File: src/twb_pkg.sv
// shared constants for the tape word buffer and word counter
package twb_pkg;

    localparam int unsigned CLK_PERIOD_NS    = 10;
    localparam int unsigned CR_STEP_DELAY_NS = 1000;
    localparam int unsigned CR_STEP_CYC      = (CR_STEP_DELAY_NS + CLK_PERIOD_NS - 1) / CLK_PERIOD_NS;
    localparam int unsigned CR_DLY_W         = $clog2(CR_STEP_CYC + 1);

    localparam int unsigned DIGITS_PER_WORD  = 12;
    localparam int unsigned DIGIT_CNT_W      = 4;
    localparam logic [3:0]  DIGIT_LAST       = 4'hb;

    // counter data codes, check bit alternates so total ones stay odd
    localparam logic [3:0]  WC_CODE_TEN      = 4'h0;
    localparam logic [3:0]  WC_CODE_1        = 4'h1;
    localparam logic [3:0]  WC_CODE_2        = 4'h3;
    localparam logic [3:0]  WC_CODE_3        = 4'h2;
    localparam logic [3:0]  WC_CODE_4        = 4'h6;
    localparam logic [3:0]  WC_CODE_5        = 4'h7;
    localparam logic [3:0]  WC_CODE_6        = 4'h5;
    localparam logic [3:0]  WC_CODE_7        = 4'h4;
    localparam logic [3:0]  WC_CODE_8        = 4'hc;
    localparam logic [3:0]  WC_CODE_9        = 4'hd;
    localparam logic        WC_CHECK_CLEAR   = 1'b1;

    // word count decode bit positions
    localparam int unsigned WC_DEC_W         = 7;
    localparam int unsigned DEC_1            = 0;
    localparam int unsigned DEC_2            = 1;
    localparam int unsigned DEC_3            = 2;
    localparam int unsigned DEC_7            = 3;
    localparam int unsigned DEC_8            = 4;
    localparam int unsigned DEC_9            = 5;
    localparam int unsigned DEC_10           = 6;
    localparam logic [6:0]  WC_DEC_RST       = 7'h40;

    localparam logic        ROLE_RST         = 1'b1;
    localparam logic        AVAIL_RST        = 1'b1;

    typedef enum logic [1:0] {
        TWB_IDLE = 2'b00,
        TWB_PRE1 = 2'b01,
        TWB_PRE2 = 2'b10,
        TWB_RUN  = 2'b11
    } twb_phase_e;

endpackage

File: src/twb_wc_if.sv
// carrier between the controller, the word counter and the word end generator
`timescale 1ns/1ps
interface twb_wc_if;
    logic                         step;
    logic                         clear;
    logic                         operating;
    logic                         digit_step;
    logic                         word_end;
    logic [twb_pkg::WC_DEC_W-1:0] dec;
    logic                         par_err;

    modport ctl (output step, clear, operating, digit_step, input word_end, dec, par_err);
    modport cnt (input step, clear, operating, output dec, par_err);
    modport we  (input digit_step, clear, output word_end);
endinterface

File: src/twb_ctrl.sv
// tape word buffer controller with memory request, role select and word counter
// Contract
// - two input and two output one-word buffers, memory and tape sides alternate
// - request flag asks dispatcher; grant acknowledge clears it
// - word end sets request via write gate or read gate; read gate off in check-read
// - write start sets request from first load pulse then second load pulse
// - no write request on word end when continue low, tenth word moved and count ten
// - word end with request still set gives overflow pulse and sticky flag
// - role select toggles each word end; write start controls override
// - write: role set loads odd from memory, tape writes even; clear swaps
// - first load pulse clears role select, second load pulse sets it
// - read: role set sends odd to memory, tape fills even; clear swaps
// - counter clear pulse sets role select
// - word counter is a closed ten state counter
// - write preloads step counter ten to one, then one to two
// - last two write word ends start no transfer, count rests at ten
// - read ends with counter reaching ten on the last transfer
// - check-read: word end steps the counter one microsecond later
// - five flip-flop code, decodes for counts one to three, seven to ten
// - counter clears to zero code meaning ten, then counts upward and wraps
// - check bit toggles each step, step decoder advances the data bits
// - even total of ones raises parity error and sets counter flag
// - parity checker disabled while circuits are available
// - word end is one pulse every twelfth digit step
// - circuits available cleared at operation start, set at end
`timescale 1ns/1ps
module twb_ctrl
    import twb_pkg::*;
#(
    parameter int unsigned WORD_W = 48
)
(
    input  wire logic                clk,
    input  wire logic                rst,
    input  wire logic                op_start_pulse,
    input  wire logic                op_end_pulse,
    input  wire logic                write_circuits_in_use,
    input  wire logic                read_circuits_in_use,
    input  wire logic                check_read_mode,
    input  wire logic                digit_step_pulse,
    input  wire logic                first_word_load_pulse,
    input  wire logic                second_word_load_pulse,
    input  wire logic                continue_flag,
    input  wire logic                tenth_word_transferred,
    input  wire logic                counter_clear_pulse,
    input  wire logic                memory_grant_ack,
    input  wire logic                memory_transfer_strobe,
    input  wire logic                diag_clear,
    input  wire logic                tape_in_strobe,
    input  wire logic [WORD_W-1:0]   tape_in_data,
    input  wire logic                mem_out_strobe,
    input  wire logic [WORD_W-1:0]   mem_out_data,
    output logic                     memory_request,
    output logic                     role_select,
    output logic                     word_end_pulse,
    output logic                     overflow_error_pulse,
    output logic                     overflow_diag,
    output logic                     word_count_parity_error,
    output logic                     word_counter_diag,
    output logic                     circuits_available,
    output logic [WC_DEC_W-1:0]      word_count_decode,
    output logic                     count_one_decode,
    output logic                     count_ten_decode,
    output logic [WORD_W-1:0]        mem_in_data,
    output logic [WORD_W-1:0]        tape_out_data,
    output twb_phase_e               write_phase
);

    // cycles left to the delayed step after the eight quiet cycles of cr_step_a
    localparam int CR_LAG = int'(CR_STEP_CYC) - 8;

    twb_wc_if wc ();

    logic                mreq_reg;
    logic                role_reg;
    logic                ovf_pulse_reg;
    logic                ovf_diag_reg;
    logic                wc_diag_reg;
    logic                avail_reg;
    logic [CR_DLY_W-1:0] dly_reg;
    logic [WORD_W-1:0]   in_buf_reg  [2];
    logic [WORD_W-1:0]   out_buf_reg [2];
    logic [WORD_W-1:0]   mem_in_reg;
    logic [WORD_W-1:0]   tape_out_reg;
    twb_phase_e          phase_reg;
    twb_phase_e          phase_next;

    logic                wend;
    logic                end_block;
    logic                set_write;
    logic                set_read;
    logic                mreq_set;
    logic                start_ctl;
    logic                cr_step;

    twb_word_counter u_word_counter (
        .clk (clk),
        .rst (rst),
        .wc  (wc.cnt)
    );

    twb_word_end_gen u_word_end_gen (
        .clk (clk),
        .rst (rst),
        .wc  (wc.we)
    );

    assign wend = wc.word_end;

    // word end gating of the memory request
    assign end_block = !continue_flag && tenth_word_transferred && wc.dec[DEC_10];
    assign set_write = wend && write_circuits_in_use && !end_block;
    assign set_read  = wend && read_circuits_in_use && !check_read_mode;
    assign mreq_set  = set_write || set_read || first_word_load_pulse || second_word_load_pulse;
    assign start_ctl = first_word_load_pulse || second_word_load_pulse;

    // set wins over the grant acknowledge
    always_ff @(posedge clk or posedge rst) begin
        if (rst) begin
            mreq_reg <= 1'b0;
        end else if (mreq_set) begin
            mreq_reg <= 1'b1;
        end else if (memory_grant_ack) begin
            mreq_reg <= 1'b0;
        end
    end

    // overflow check at every word end
    always_ff @(posedge clk or posedge rst) begin
        if (rst) begin
            ovf_pulse_reg <= 1'b0;
        end else begin
            ovf_pulse_reg <= wend && mreq_reg;
        end
    end

    always_ff @(posedge clk or posedge rst) begin
        if (rst) begin
            ovf_diag_reg <= 1'b0;
        end else if (wend && mreq_reg) begin
            ovf_diag_reg <= 1'b1;
        end else if (diag_clear) begin
            ovf_diag_reg <= 1'b0;
        end
    end

    always_ff @(posedge clk or posedge rst) begin
        if (rst) begin
            wc_diag_reg <= 1'b0;
        end else if (wc.par_err) begin
            wc_diag_reg <= 1'b1;
        end else if (diag_clear) begin
            wc_diag_reg <= 1'b0;
        end
    end

    // role select: start controls override the toggle
    always_ff @(posedge clk or posedge rst) begin
        if (rst) begin
            role_reg <= ROLE_RST;
        end else if (counter_clear_pulse) begin
            role_reg <= 1'b1;
        end else if (first_word_load_pulse) begin
            role_reg <= 1'b0;
        end else if (second_word_load_pulse) begin
            role_reg <= 1'b1;
        end else if (wend) begin
            role_reg <= !role_reg;
        end
    end

    // circuits available, start wins over end
    always_ff @(posedge clk or posedge rst) begin
        if (rst) begin
            avail_reg <= AVAIL_RST;
        end else if (op_start_pulse) begin
            avail_reg <= 1'b0;
        end else if (op_end_pulse) begin
            avail_reg <= 1'b1;
        end
    end

    // check-read step delayed after the word end
    always_ff @(posedge clk or posedge rst) begin
        if (rst) begin
            dly_reg <= '0;
        end else if (counter_clear_pulse) begin
            dly_reg <= '0;
        end else if (wend && check_read_mode) begin
            dly_reg <= CR_DLY_W'(CR_STEP_CYC);
        end else if (dly_reg != '0) begin
            dly_reg <= dly_reg - CR_DLY_W'(1);
        end
    end

    assign cr_step = (dly_reg == CR_DLY_W'(1));

    assign wc.step       = (memory_transfer_strobe && !check_read_mode) || cr_step;
    assign wc.clear      = counter_clear_pulse;
    assign wc.operating  = !avail_reg;
    assign wc.digit_step = digit_step_pulse;

    // buffer pairs: index 1 is odd, memory side uses role, tape side the other
    for (genvar i = 0; i < 2; i++) begin : g_buf
        always_ff @(posedge clk or posedge rst) begin
            if (rst) begin
                in_buf_reg[i] <= '0;
            end else if (tape_in_strobe && (role_reg != 1'(i))) begin
                in_buf_reg[i] <= tape_in_data;
            end
        end

        always_ff @(posedge clk or posedge rst) begin
            if (rst) begin
                out_buf_reg[i] <= '0;
            end else if (mem_out_strobe && (role_reg == 1'(i))) begin
                out_buf_reg[i] <= mem_out_data;
            end
        end
    end

    always_ff @(posedge clk or posedge rst) begin
        if (rst) begin
            mem_in_reg   <= '0;
            tape_out_reg <= '0;
        end else begin
            mem_in_reg   <= in_buf_reg[role_reg];
            tape_out_reg <= out_buf_reg[!role_reg];
        end
    end

    // write start phase tracking
    always_comb begin
        phase_next = phase_reg;
        unique case (phase_reg)
            TWB_IDLE: if (first_word_load_pulse) phase_next = TWB_PRE1;
            TWB_PRE1: if (second_word_load_pulse) phase_next = TWB_PRE2;
            TWB_PRE2: if (wend) phase_next = TWB_RUN;
            TWB_RUN:  if (op_end_pulse) phase_next = TWB_IDLE;
        endcase
        if (counter_clear_pulse) begin
            phase_next = TWB_IDLE;
        end
    end

    always_ff @(posedge clk or posedge rst) begin
        if (rst) begin
            phase_reg <= TWB_IDLE;
        end else begin
            phase_reg <= phase_next;
        end
    end

    assign memory_request          = mreq_reg;
    assign role_select             = role_reg;
    assign word_end_pulse          = wc.word_end;
    assign overflow_error_pulse    = ovf_pulse_reg;
    assign overflow_diag           = ovf_diag_reg;
    assign word_count_parity_error = wc.par_err;
    assign word_counter_diag       = wc_diag_reg;
    assign circuits_available      = avail_reg;
    assign word_count_decode       = wc.dec;
    assign count_one_decode        = wc.dec[DEC_1];
    assign count_ten_decode        = wc.dec[DEC_10];
    assign mem_in_data             = mem_in_reg;
    assign tape_out_data           = tape_out_reg;
    assign write_phase             = phase_reg;
endmodule // twb_ctrl

File: src/twb_word_end_gen.sv
// word end pulse on every twelfth digit step
`timescale 1ns/1ps
module twb_word_end_gen
    import twb_pkg::*;
(
    input wire logic clk,
    input wire logic rst,
    twb_wc_if.we     wc
);
    logic [DIGIT_CNT_W-1:0] digit_reg;
    logic                   word_end_reg;

    always_ff @(posedge clk or posedge rst) begin
        if (rst) begin
            digit_reg <= '0;
        end else if (wc.clear) begin
            digit_reg <= '0;
        end else if (wc.digit_step) begin
            digit_reg <= (digit_reg == DIGIT_LAST) ? '0 : digit_reg + 4'h1;
        end
    end

    always_ff @(posedge clk or posedge rst) begin
        if (rst) begin
            word_end_reg <= 1'b0;
        end else begin
            word_end_reg <= wc.digit_step && !wc.clear && (digit_reg == DIGIT_LAST);
        end
    end

    assign wc.word_end = word_end_reg;

endmodule // twb_word_end_gen

File: src/twb_word_counter.sv
// ten state self checking word counter
`timescale 1ns/1ps
module twb_word_counter
    import twb_pkg::*;
(
    input wire logic clk,
    input wire logic rst,
    twb_wc_if.cnt    wc
);
    logic [3:0]          data_reg;
    logic [3:0]          data_next;
    logic [3:0]          data_new;
    logic                check_bit_flop_reg;
    logic                check_new;
    logic [WC_DEC_W-1:0] dec_reg;
    logic                par_reg;

    always_comb begin
        unique case (data_reg)
            WC_CODE_TEN: data_next = WC_CODE_1;
            WC_CODE_1:   data_next = WC_CODE_2;
            WC_CODE_2:   data_next = WC_CODE_3;
            WC_CODE_3:   data_next = WC_CODE_4;
            WC_CODE_4:   data_next = WC_CODE_5;
            WC_CODE_5:   data_next = WC_CODE_6;
            WC_CODE_6:   data_next = WC_CODE_7;
            WC_CODE_7:   data_next = WC_CODE_8;
            WC_CODE_8:   data_next = WC_CODE_9;
            WC_CODE_9:   data_next = WC_CODE_TEN;
            default:     data_next = WC_CODE_TEN;
        endcase
    end

    assign data_new  = wc.clear ? WC_CODE_TEN : (wc.step ? data_next : data_reg);
    assign check_new = wc.clear ? WC_CHECK_CLEAR : (check_bit_flop_reg ^ wc.step);

    always_ff @(posedge clk or posedge rst) begin
        if (rst) begin
            data_reg           <= WC_CODE_TEN;
            check_bit_flop_reg <= WC_CHECK_CLEAR;
        end else begin
            data_reg           <= data_new;
            check_bit_flop_reg <= check_new;
        end
    end

    always_ff @(posedge clk or posedge rst) begin
        if (rst) begin
            dec_reg <= WC_DEC_RST;
            par_reg <= 1'b0;
        end else begin
            dec_reg[DEC_1]  <= (data_new == WC_CODE_1);
            dec_reg[DEC_2]  <= (data_new == WC_CODE_2);
            dec_reg[DEC_3]  <= (data_new == WC_CODE_3);
            dec_reg[DEC_7]  <= (data_new == WC_CODE_7);
            dec_reg[DEC_8]  <= (data_new == WC_CODE_8);
            dec_reg[DEC_9]  <= (data_new == WC_CODE_9);
            dec_reg[DEC_10] <= (data_new == WC_CODE_TEN);
            par_reg         <= wc.operating && !(^{data_new, check_new});
        end
    end

    assign wc.dec     = dec_reg;
    assign wc.par_err = par_reg;
endmodule // twb_word_counter

File: config.mk
export PLATFORM = sky130hd
export DESIGN_NAME = twb_ctrl
export DESIGN_NICKNAME = d
export VERILOG_FILES = /design/src/twb_pkg.sv /design/src/twb_wc_if.sv /design/src/twb_ctrl.sv /design/src/twb_word_end_gen.sv /design/src/twb_word_counter.sv
export SDC_FILE = /design/constraint.sdc
export NUM_CORES = 1
export LEC_CHECK = 0
export ABC_AREA = 1
export CORE_MARGIN = 2
export CORE_UTILIZATION = 40
export DETAILED_ROUTE_END_ITERATION = 7
export DONT_BUFFER_PORTS = 1
export PLACE_DENSITY_LB_ADDON = 0.3
export SLEW_MARGIN = 20
export SYNTH_ARGS = -nofsm -noshare
export SYNTH_HDL_FRONTEND = slang
export SYNTH_SLANG_ARGS = --single-unit
File: constraint.sdc
create_clock -name clk -period 12.95 [get_ports clk]
set_clock_uncertainty 0.1 [all_clocks]
set_input_delay 2.59 -clock clk [delete_from_list [all_inputs] [get_ports clk]]
set_output_delay 2.59 -clock clk [all_outputs]
set_load 0.005 [all_outputs]
==> results of run 1 <==
## path summary, 6_finish.rpt
| path | startpoint | end | slack, ns | cells after the start |
|---|---|---|---|---|
| setup / recovery | rst | mem_in_data[46] | 8.67 | 3 |
| hold / removal | out_buf_reg[74] | tape_out_data[26] | 0.36 | 2 |
| setup reg to reg | role_select | out_buf_reg[80] | 10.15 | 4 |
| hold reg to reg | out_buf_reg[74] | tape_out_data[26] | 0.36 | 2 |
| max in group clk | role_select | role_select | 8.80 | 0 |
| min in group asynchronous | rst | mem_in_data[43] | 1.97 | 1 |
## cell type report
class	instances	area (um^2)
clock buffers	52	1060
clock inverters	9	78.8
fillers	2888	16700
inverters	137	529
multi-input cells	810	3540
flip-flops and latches	321	8040
well taps	396	495
repair buffers	8	63.8
## worst max-delay path, stage by stage
cell   delay, ns
inv_8       0.50
buf_4       0.79
buf_4       0.76
## metal layers
| layer | vias to the layer above | routed length [um] | track usage |
|---|---|---|---|
| met5 | - | 13 | 0 |
| met4 | 2 | 622 | 0.0485 |
| met3 | 42 | 2400 | 0.0658 |
| met2 | 232 | 11700 | 0.250 |
| met1 | 3970 | 11500 | 0.221 |
| li1 | 4074 | - | - |
## report_power, final
group | switching, mW | internal, mW | leakage (nW) | total, mW
combinational | 0.209 | 0.110 | 2.61 | 0.319
sequential | 0.107 | 1.17 | 4.01 | 1.28
clock | 0.389 | 0.570 | 0.567 | 0.959
## placed cells by master, fill, tap and decap left out, types with 4 or more instances in the layout
| cell | n |
|---|---|
| nand2_1 | 517 |
| dfrtp_1 | 317 |
| o21ai_0 | 206 |
| inv_1 | 130 |
| clkbuf_16 | 36 |
| nor2_1 | 17 |
| nand3_1 | 16 |
| clkbuf_8 | 10 |
| a21oi_1 | 8 |
| nand2_2 | 7 |
| ha_1 | 7 |
| buf_4 | 7 |
| nor2_2 | 6 |
| clkinv_2 | 6 |
| clkbuf_1 | 6 |
| nand2_4 | 5 |
| nor3_1 | 5 |
| inv_2 | 4 |
## metrics by stage
| step | power (mW) | utilization | instances | cell area (um^2) | setup WS, ns |
|---|---|---|---|---|---|
| floorplan | 1.53 | - | 1332 | 12400 | 1.38 |
| global placement | 1.61 | 0.415 | 1672 | 12700 | 8.00 |
| detailed placement | 1.62 | 0.415 | 1672 | 12700 | 7.98 |
| CTS | 2.60 | 0.453 | 1733 | 13800 | 8.53 |
| global route | 2.72 | 0.453 | 1733 | 13800 | 8.21 |
| finish | 2.56 | 0.453 | 1733 | 13800 | 8.67 |
## cell families (layout without fill, tap and decap cells)
| group | Yosys count | after routing |
|---|---|---|
| AO/OA/AOI/OAI | 221 | 221 |
| adder cells (fa/ha/maj) | 7 | 7 |
| AND/OR/NAND/NOR | 581 | 581 |
| buffers and inverters | 201 | 206 |
| flip-flops | 321 | 321 |
| XOR/XNOR | 1 | 1 |
==> impl_results.md, run 1 <==
- Result of the run: finished clean
- Vias per cell: 4.80
- DRT Wirelength: 26,200 um
- Syn Nets: approximately 1.5k
- Worst skew pair latency: 0.51 ns
- Die W: 180 um
- First-pass GRT wire length: between 40,000 and 50,000 um
- Final setup violating endpoints: 0
- Startpoint Class: primary input
- I/O Pins: approximately 230
- Clk root buf: clkbuf_16
- Hold/Removal Path Class: flop to flop
- # diodes: 0
- Post-synth EDFFs: 0
- Primary FF master, synth: dfrtp_1
- Die ar.: roughly 32,000 um^2
- Leakage power: a little over 7 nW
- Area growth from synthesis to layout: 11.8%
- Most frequent cell after synthesis: nand2_1
- GRT Residual Overflow: 0
- Cts repair resizes: 0
- Clk slew on worst S/H paths: 0.05 ns
- Fmax: roughly 230 MHz
- Crit end category: asynchronous set/reset pin
- Synth Register Bits: 321
- Setup CP Type: primary input to asynchronous set/reset pin
- Synth Area in Compound Gates: 0.0907
- Post-synth top cells: nand2_1 (521), dfrtp_1 (317), o21ai_0 (206)
- Rows: 64
- Pin slew with the least headroom to its limit: just over 0.9 ns
- Post-Synth XOR/XNOR Area: 0.000709
- Setup Fix Bufs, Post-CTS: 0
- Initial antenna violation count: 1
- Final nets: around 1.4k
- Ys Warns: 0
- Top cells by area, synth: dfrtp_1 (64%), nand2_1 (16%), o21ai_0 (8.3%), inv_1 (4.0%), clkbuf_1 (1.0%)
- Post-synthesis mux area share: 0
- Share of layout cells above drive strength 1: 0.0733
- Critical Path Fanout Max: 113
- Post-synthesis instance area: 12,400 um^2
- Die height: 180 um
- Synth area leader: dfrtp_1
- PwrDens: about 190 nW/um^2
- CTS buffer count: 36
- CTS Sinks: 321
- WP data arrival: between 4 and 5 ns
- Share of async-settable or async-resettable flops after synthesis: 1.00
- Critical Path RT: 13.39 ns
- Per-cell routed wire length: about 15 um
- Slew Limit Fails: 0
- Post-synthesis adder-cell area fraction: 0.00709
- CTS tree: built
- Synth top area share: 0.642
- Routed Antenna Nets: 0
- Hold slack: 0.362 ns
- GRT Total Usage: 0.165
- VDD IR max: 0.130 mV
- CTS Hold Bufs: 0
- Crit share post-route: 0.331
- Total vias in the final route: 8,320
- Post-synthesis simple-gate area fraction: 0.186
- Post-route setup TNS: 0 ns
- Core box area: 30,500 um^2
- # DRC: 0
- IO buf count: 0
- Drt first pass iters: 5
- CTS max path bufs: 3
- Part of the Yosys area used for sequential elements: 0.650
- Yosys cell types: 30
- Drt initial violations: roughly 520
- Placer Congestion: 0.777
- Main combinational cell family by area after synthesis: simple AND/OR/NAND/NOR gates
- Post-route minimum period: 4.28 ns
- H-tree depth: 2
- Vias in the first global route: 8,186
- Syn Inst Count: 1,332
- Initial core utilization: 0.405
- Largest net degree at the start of global routing: 114
- Post-DP HPWL: 16,000 um
- Max_cap viols: 0
- Fin. Hold Viols: 0
- Syn_area_per_cell: 9.28 um^2
- Slew HR: 0.385
- RSZ-0062 raised after global routing: false
Note: power is estimated with default switching activity, not from simulation.
==> run 2, diff against run 1 <==
==> constraint.sdc (replaced) <==
create_clock -name clk -period 4.03 [get_ports clk]
set_clock_uncertainty 0.1 [all_clocks]
set_input_delay 0.806 -clock clk [delete_from_list [all_inputs] [get_ports clk]]
set_output_delay 0.806 -clock clk [all_outputs]
set_load 0.005 [all_outputs]
==> run 2 against run 1 <==
Effect of this change:
- first-iteration DRC count grew 17%
- critical path depth shrank 2
- via count shrank 1.1%
- utilization grew 0.48 points
- worst setup slack lost 7.2 ns
- hold slack lost 0.22 ns
- register-to-register slack lost 8.6 ns
- total power grew to 3.3 times the previous value
- clock power grew to 3.4 times the previous value
- combinational power grew to 3.3 times the previous value
- critical endpoint is now role_select
==> impl_results.md, run 2 (same netlist as run 1, synthesis figures left out) <==
- Result of the run: finished clean
- Top delay family on crit path: flip-flops
- Critical Path RT: 3.12 ns
- Commonest non-fill, non-tap cell in the layout: nand2_1
- R2R Path Start: role_select
- Clock share of power: 0.388
- Sw frac: 0.277
- Sequential share of power: 0.487
- Worst reg-to-reg path cell count: 5
- P_sw: 2.32 mW
- Crit share post-route: 0.643
- CTS max path bufs: 3
- Cts repair resizes: 0
- Worst skew pair latency: 0.52 ns
- Initial antenna violation count: 2
- Die W: ~180 um
- Per-cell routed wire length: approximately 15 um
- Slew HR: 0.395
- CTS Sinks: 321
- Vias per cell: about 4.7
- Final setup violating endpoints: 0
- Area occupied by multi-input gates: between 3000 and 4000 um^2
- Cells after DPL: 1,676
- DP Worst Slack: 1.49 ns
- Drt initial violations: 612
- Pin slew with the least headroom to its limit: 0.904 ns
- Post-route minimum period: 2.59 ns
- Fin. Hold Viols: 0
- Die ar.: around 32,000 um^2
- VDD IR max: 0.428 mV
- # DRC: 0
- Register area: 8040 um^2
- Final nets: 1,439
- Internal power: 6.07 mW
- Crit end category: output pin
- Initial core utilization: 0.405
- CTS tree: built
- R2R Setup Slk: 1.53 ns
- Clk slew on worst S/H paths: 0.06 ns
- Area growth from synthesis to layout: 12.9%
- Die height: 180 um
- Post-DP HPWL: 16,300 um
- Hold/Removal Path Class: primary input to asynchronous set/reset pin
- Core box area: 30,500 um^2
- Share of total power in combinational logic: 0.125
- Final cell count without fillers: 1,743
- GRT Residual Overflow: 0
- Clk root buf: clkbuf_16
- H-tree depth: 2
- Setup CP Type: flop to output pin
- PwrDens: 601 nW/um^2
- PnR Total Power: 8.39 mW
- CP bufs+invs: 1
- Share of layout cells above drive strength 1: 0.0781
- I/O Pins: roughly 230
- Largest net degree at the start of global routing: 111
- Startpoint Class: flop
- Max stage delay on crit path: 0.64 ns
- Routed Antenna Nets: 0
- Filler instances: around 2.9k
- RSZ-0062 raised after global routing: false
- Post-route setup TNS: 0 ns
- CTS buffer count: 36
- Crit path setup slack, layout: between 1 and 1.5 ns
- Setup Fix Bufs, Post-CTS: 0
- Drt first pass iters: 5
- Vias in the first global route: about 8.2k
- CTS Hold Bufs: 0
- Commonest cells after routing, fill and taps aside: nand2_1 (517), dfrtp_1 (317), o21ai_0 (206)
- Leakage power: 7.23 nW
- Rows: 64
- CP Cell Sequence: buf_4
- WP data arrival: 1.68 ns
- Placer Congestion: 0.748
- Critical Path Fanout Max: 44
- DRT Wirelength: 26,100 um
- Total vias in the final route: 8,230
- GRT Total Usage: 0.165
- Max_cap viols: 0
- Fmax: 386 MHz
- Critical R2R Capture: in_buf_reg[5]
- IO buf count: 0
- Slew Limit Fails: 0
- CP max-delay cell: dfstp_4
- First-pass GRT wire length: 43,600 um
-- run 2: changes by cell type in the layout (fill, tap and decap cells not counted), moves of 2 or more --
cell	previous run	this run
nand2_4	5	3
bufinv_16	0	2
buf_12	0	5
clkinvlp_4	0	5
diode_2	0	2
clkbuf_8	10	8
nand2_2	7	9
-- run 2: routing by layer --
layer  share of wire  track usage  vias up
li1                -            -     4089
met1            0.45        0.220     3870
met2            0.43        0.250      219
met3           0.086       0.0600       52
met4           0.030       0.0598        0
met5               0            0        -
-- run 2: power groups by stage --
stage	registers [mW]	clock network [mW]	logic (mW)
finish	4.09	3.26	1.04
global route	4.16	3.50	1.25
CTS	4.09	3.35	1.07
detailed placement	4.14	0	1.07
global placement	4.14	0	1.04
floorplan	4.05	0	0.874
-- run 2: final cells by class --
cell class / count / share of cell area
antenna: 2 / 0.000359
clock buffer: 51 / 0.0743
clock inverter: 14 / 0.0122
inverter: 137 / 0.0376
multi-input combinational: 810 / 0.253
sequential: 321 / 0.576
tap: 396 / 0.0355
timing repair buffer: 12 / 0.0109
-- run 2: per-stage QoR --
stage                util  cell area, um^2  hold WS (ns)
floorplan               -            12400         0.342
global placement    0.418            12700         0.350
detailed placement  0.418            12700         0.354
CTS                 0.457            14000         0.139
global route        0.457            14000         0.156
finish              0.458            14000         0.138
-- run 2: worst max path at each step --
stage          cells past startpoint   startpoint             end  slack (ns)
5_1_grt                            5  role_select  in_buf_reg[14]        1.32
3_3_place_gp                       4  role_select  in_buf_reg[22]        1.55
6_report                           1  role_select     role_select        1.44
4_1_cts                            1  role_select     role_select        1.42
2_1_floorplan                      1          rst      dly_reg[0]       -1.15
3_5_place_dp                       4  role_select   in_buf_reg[5]        1.49
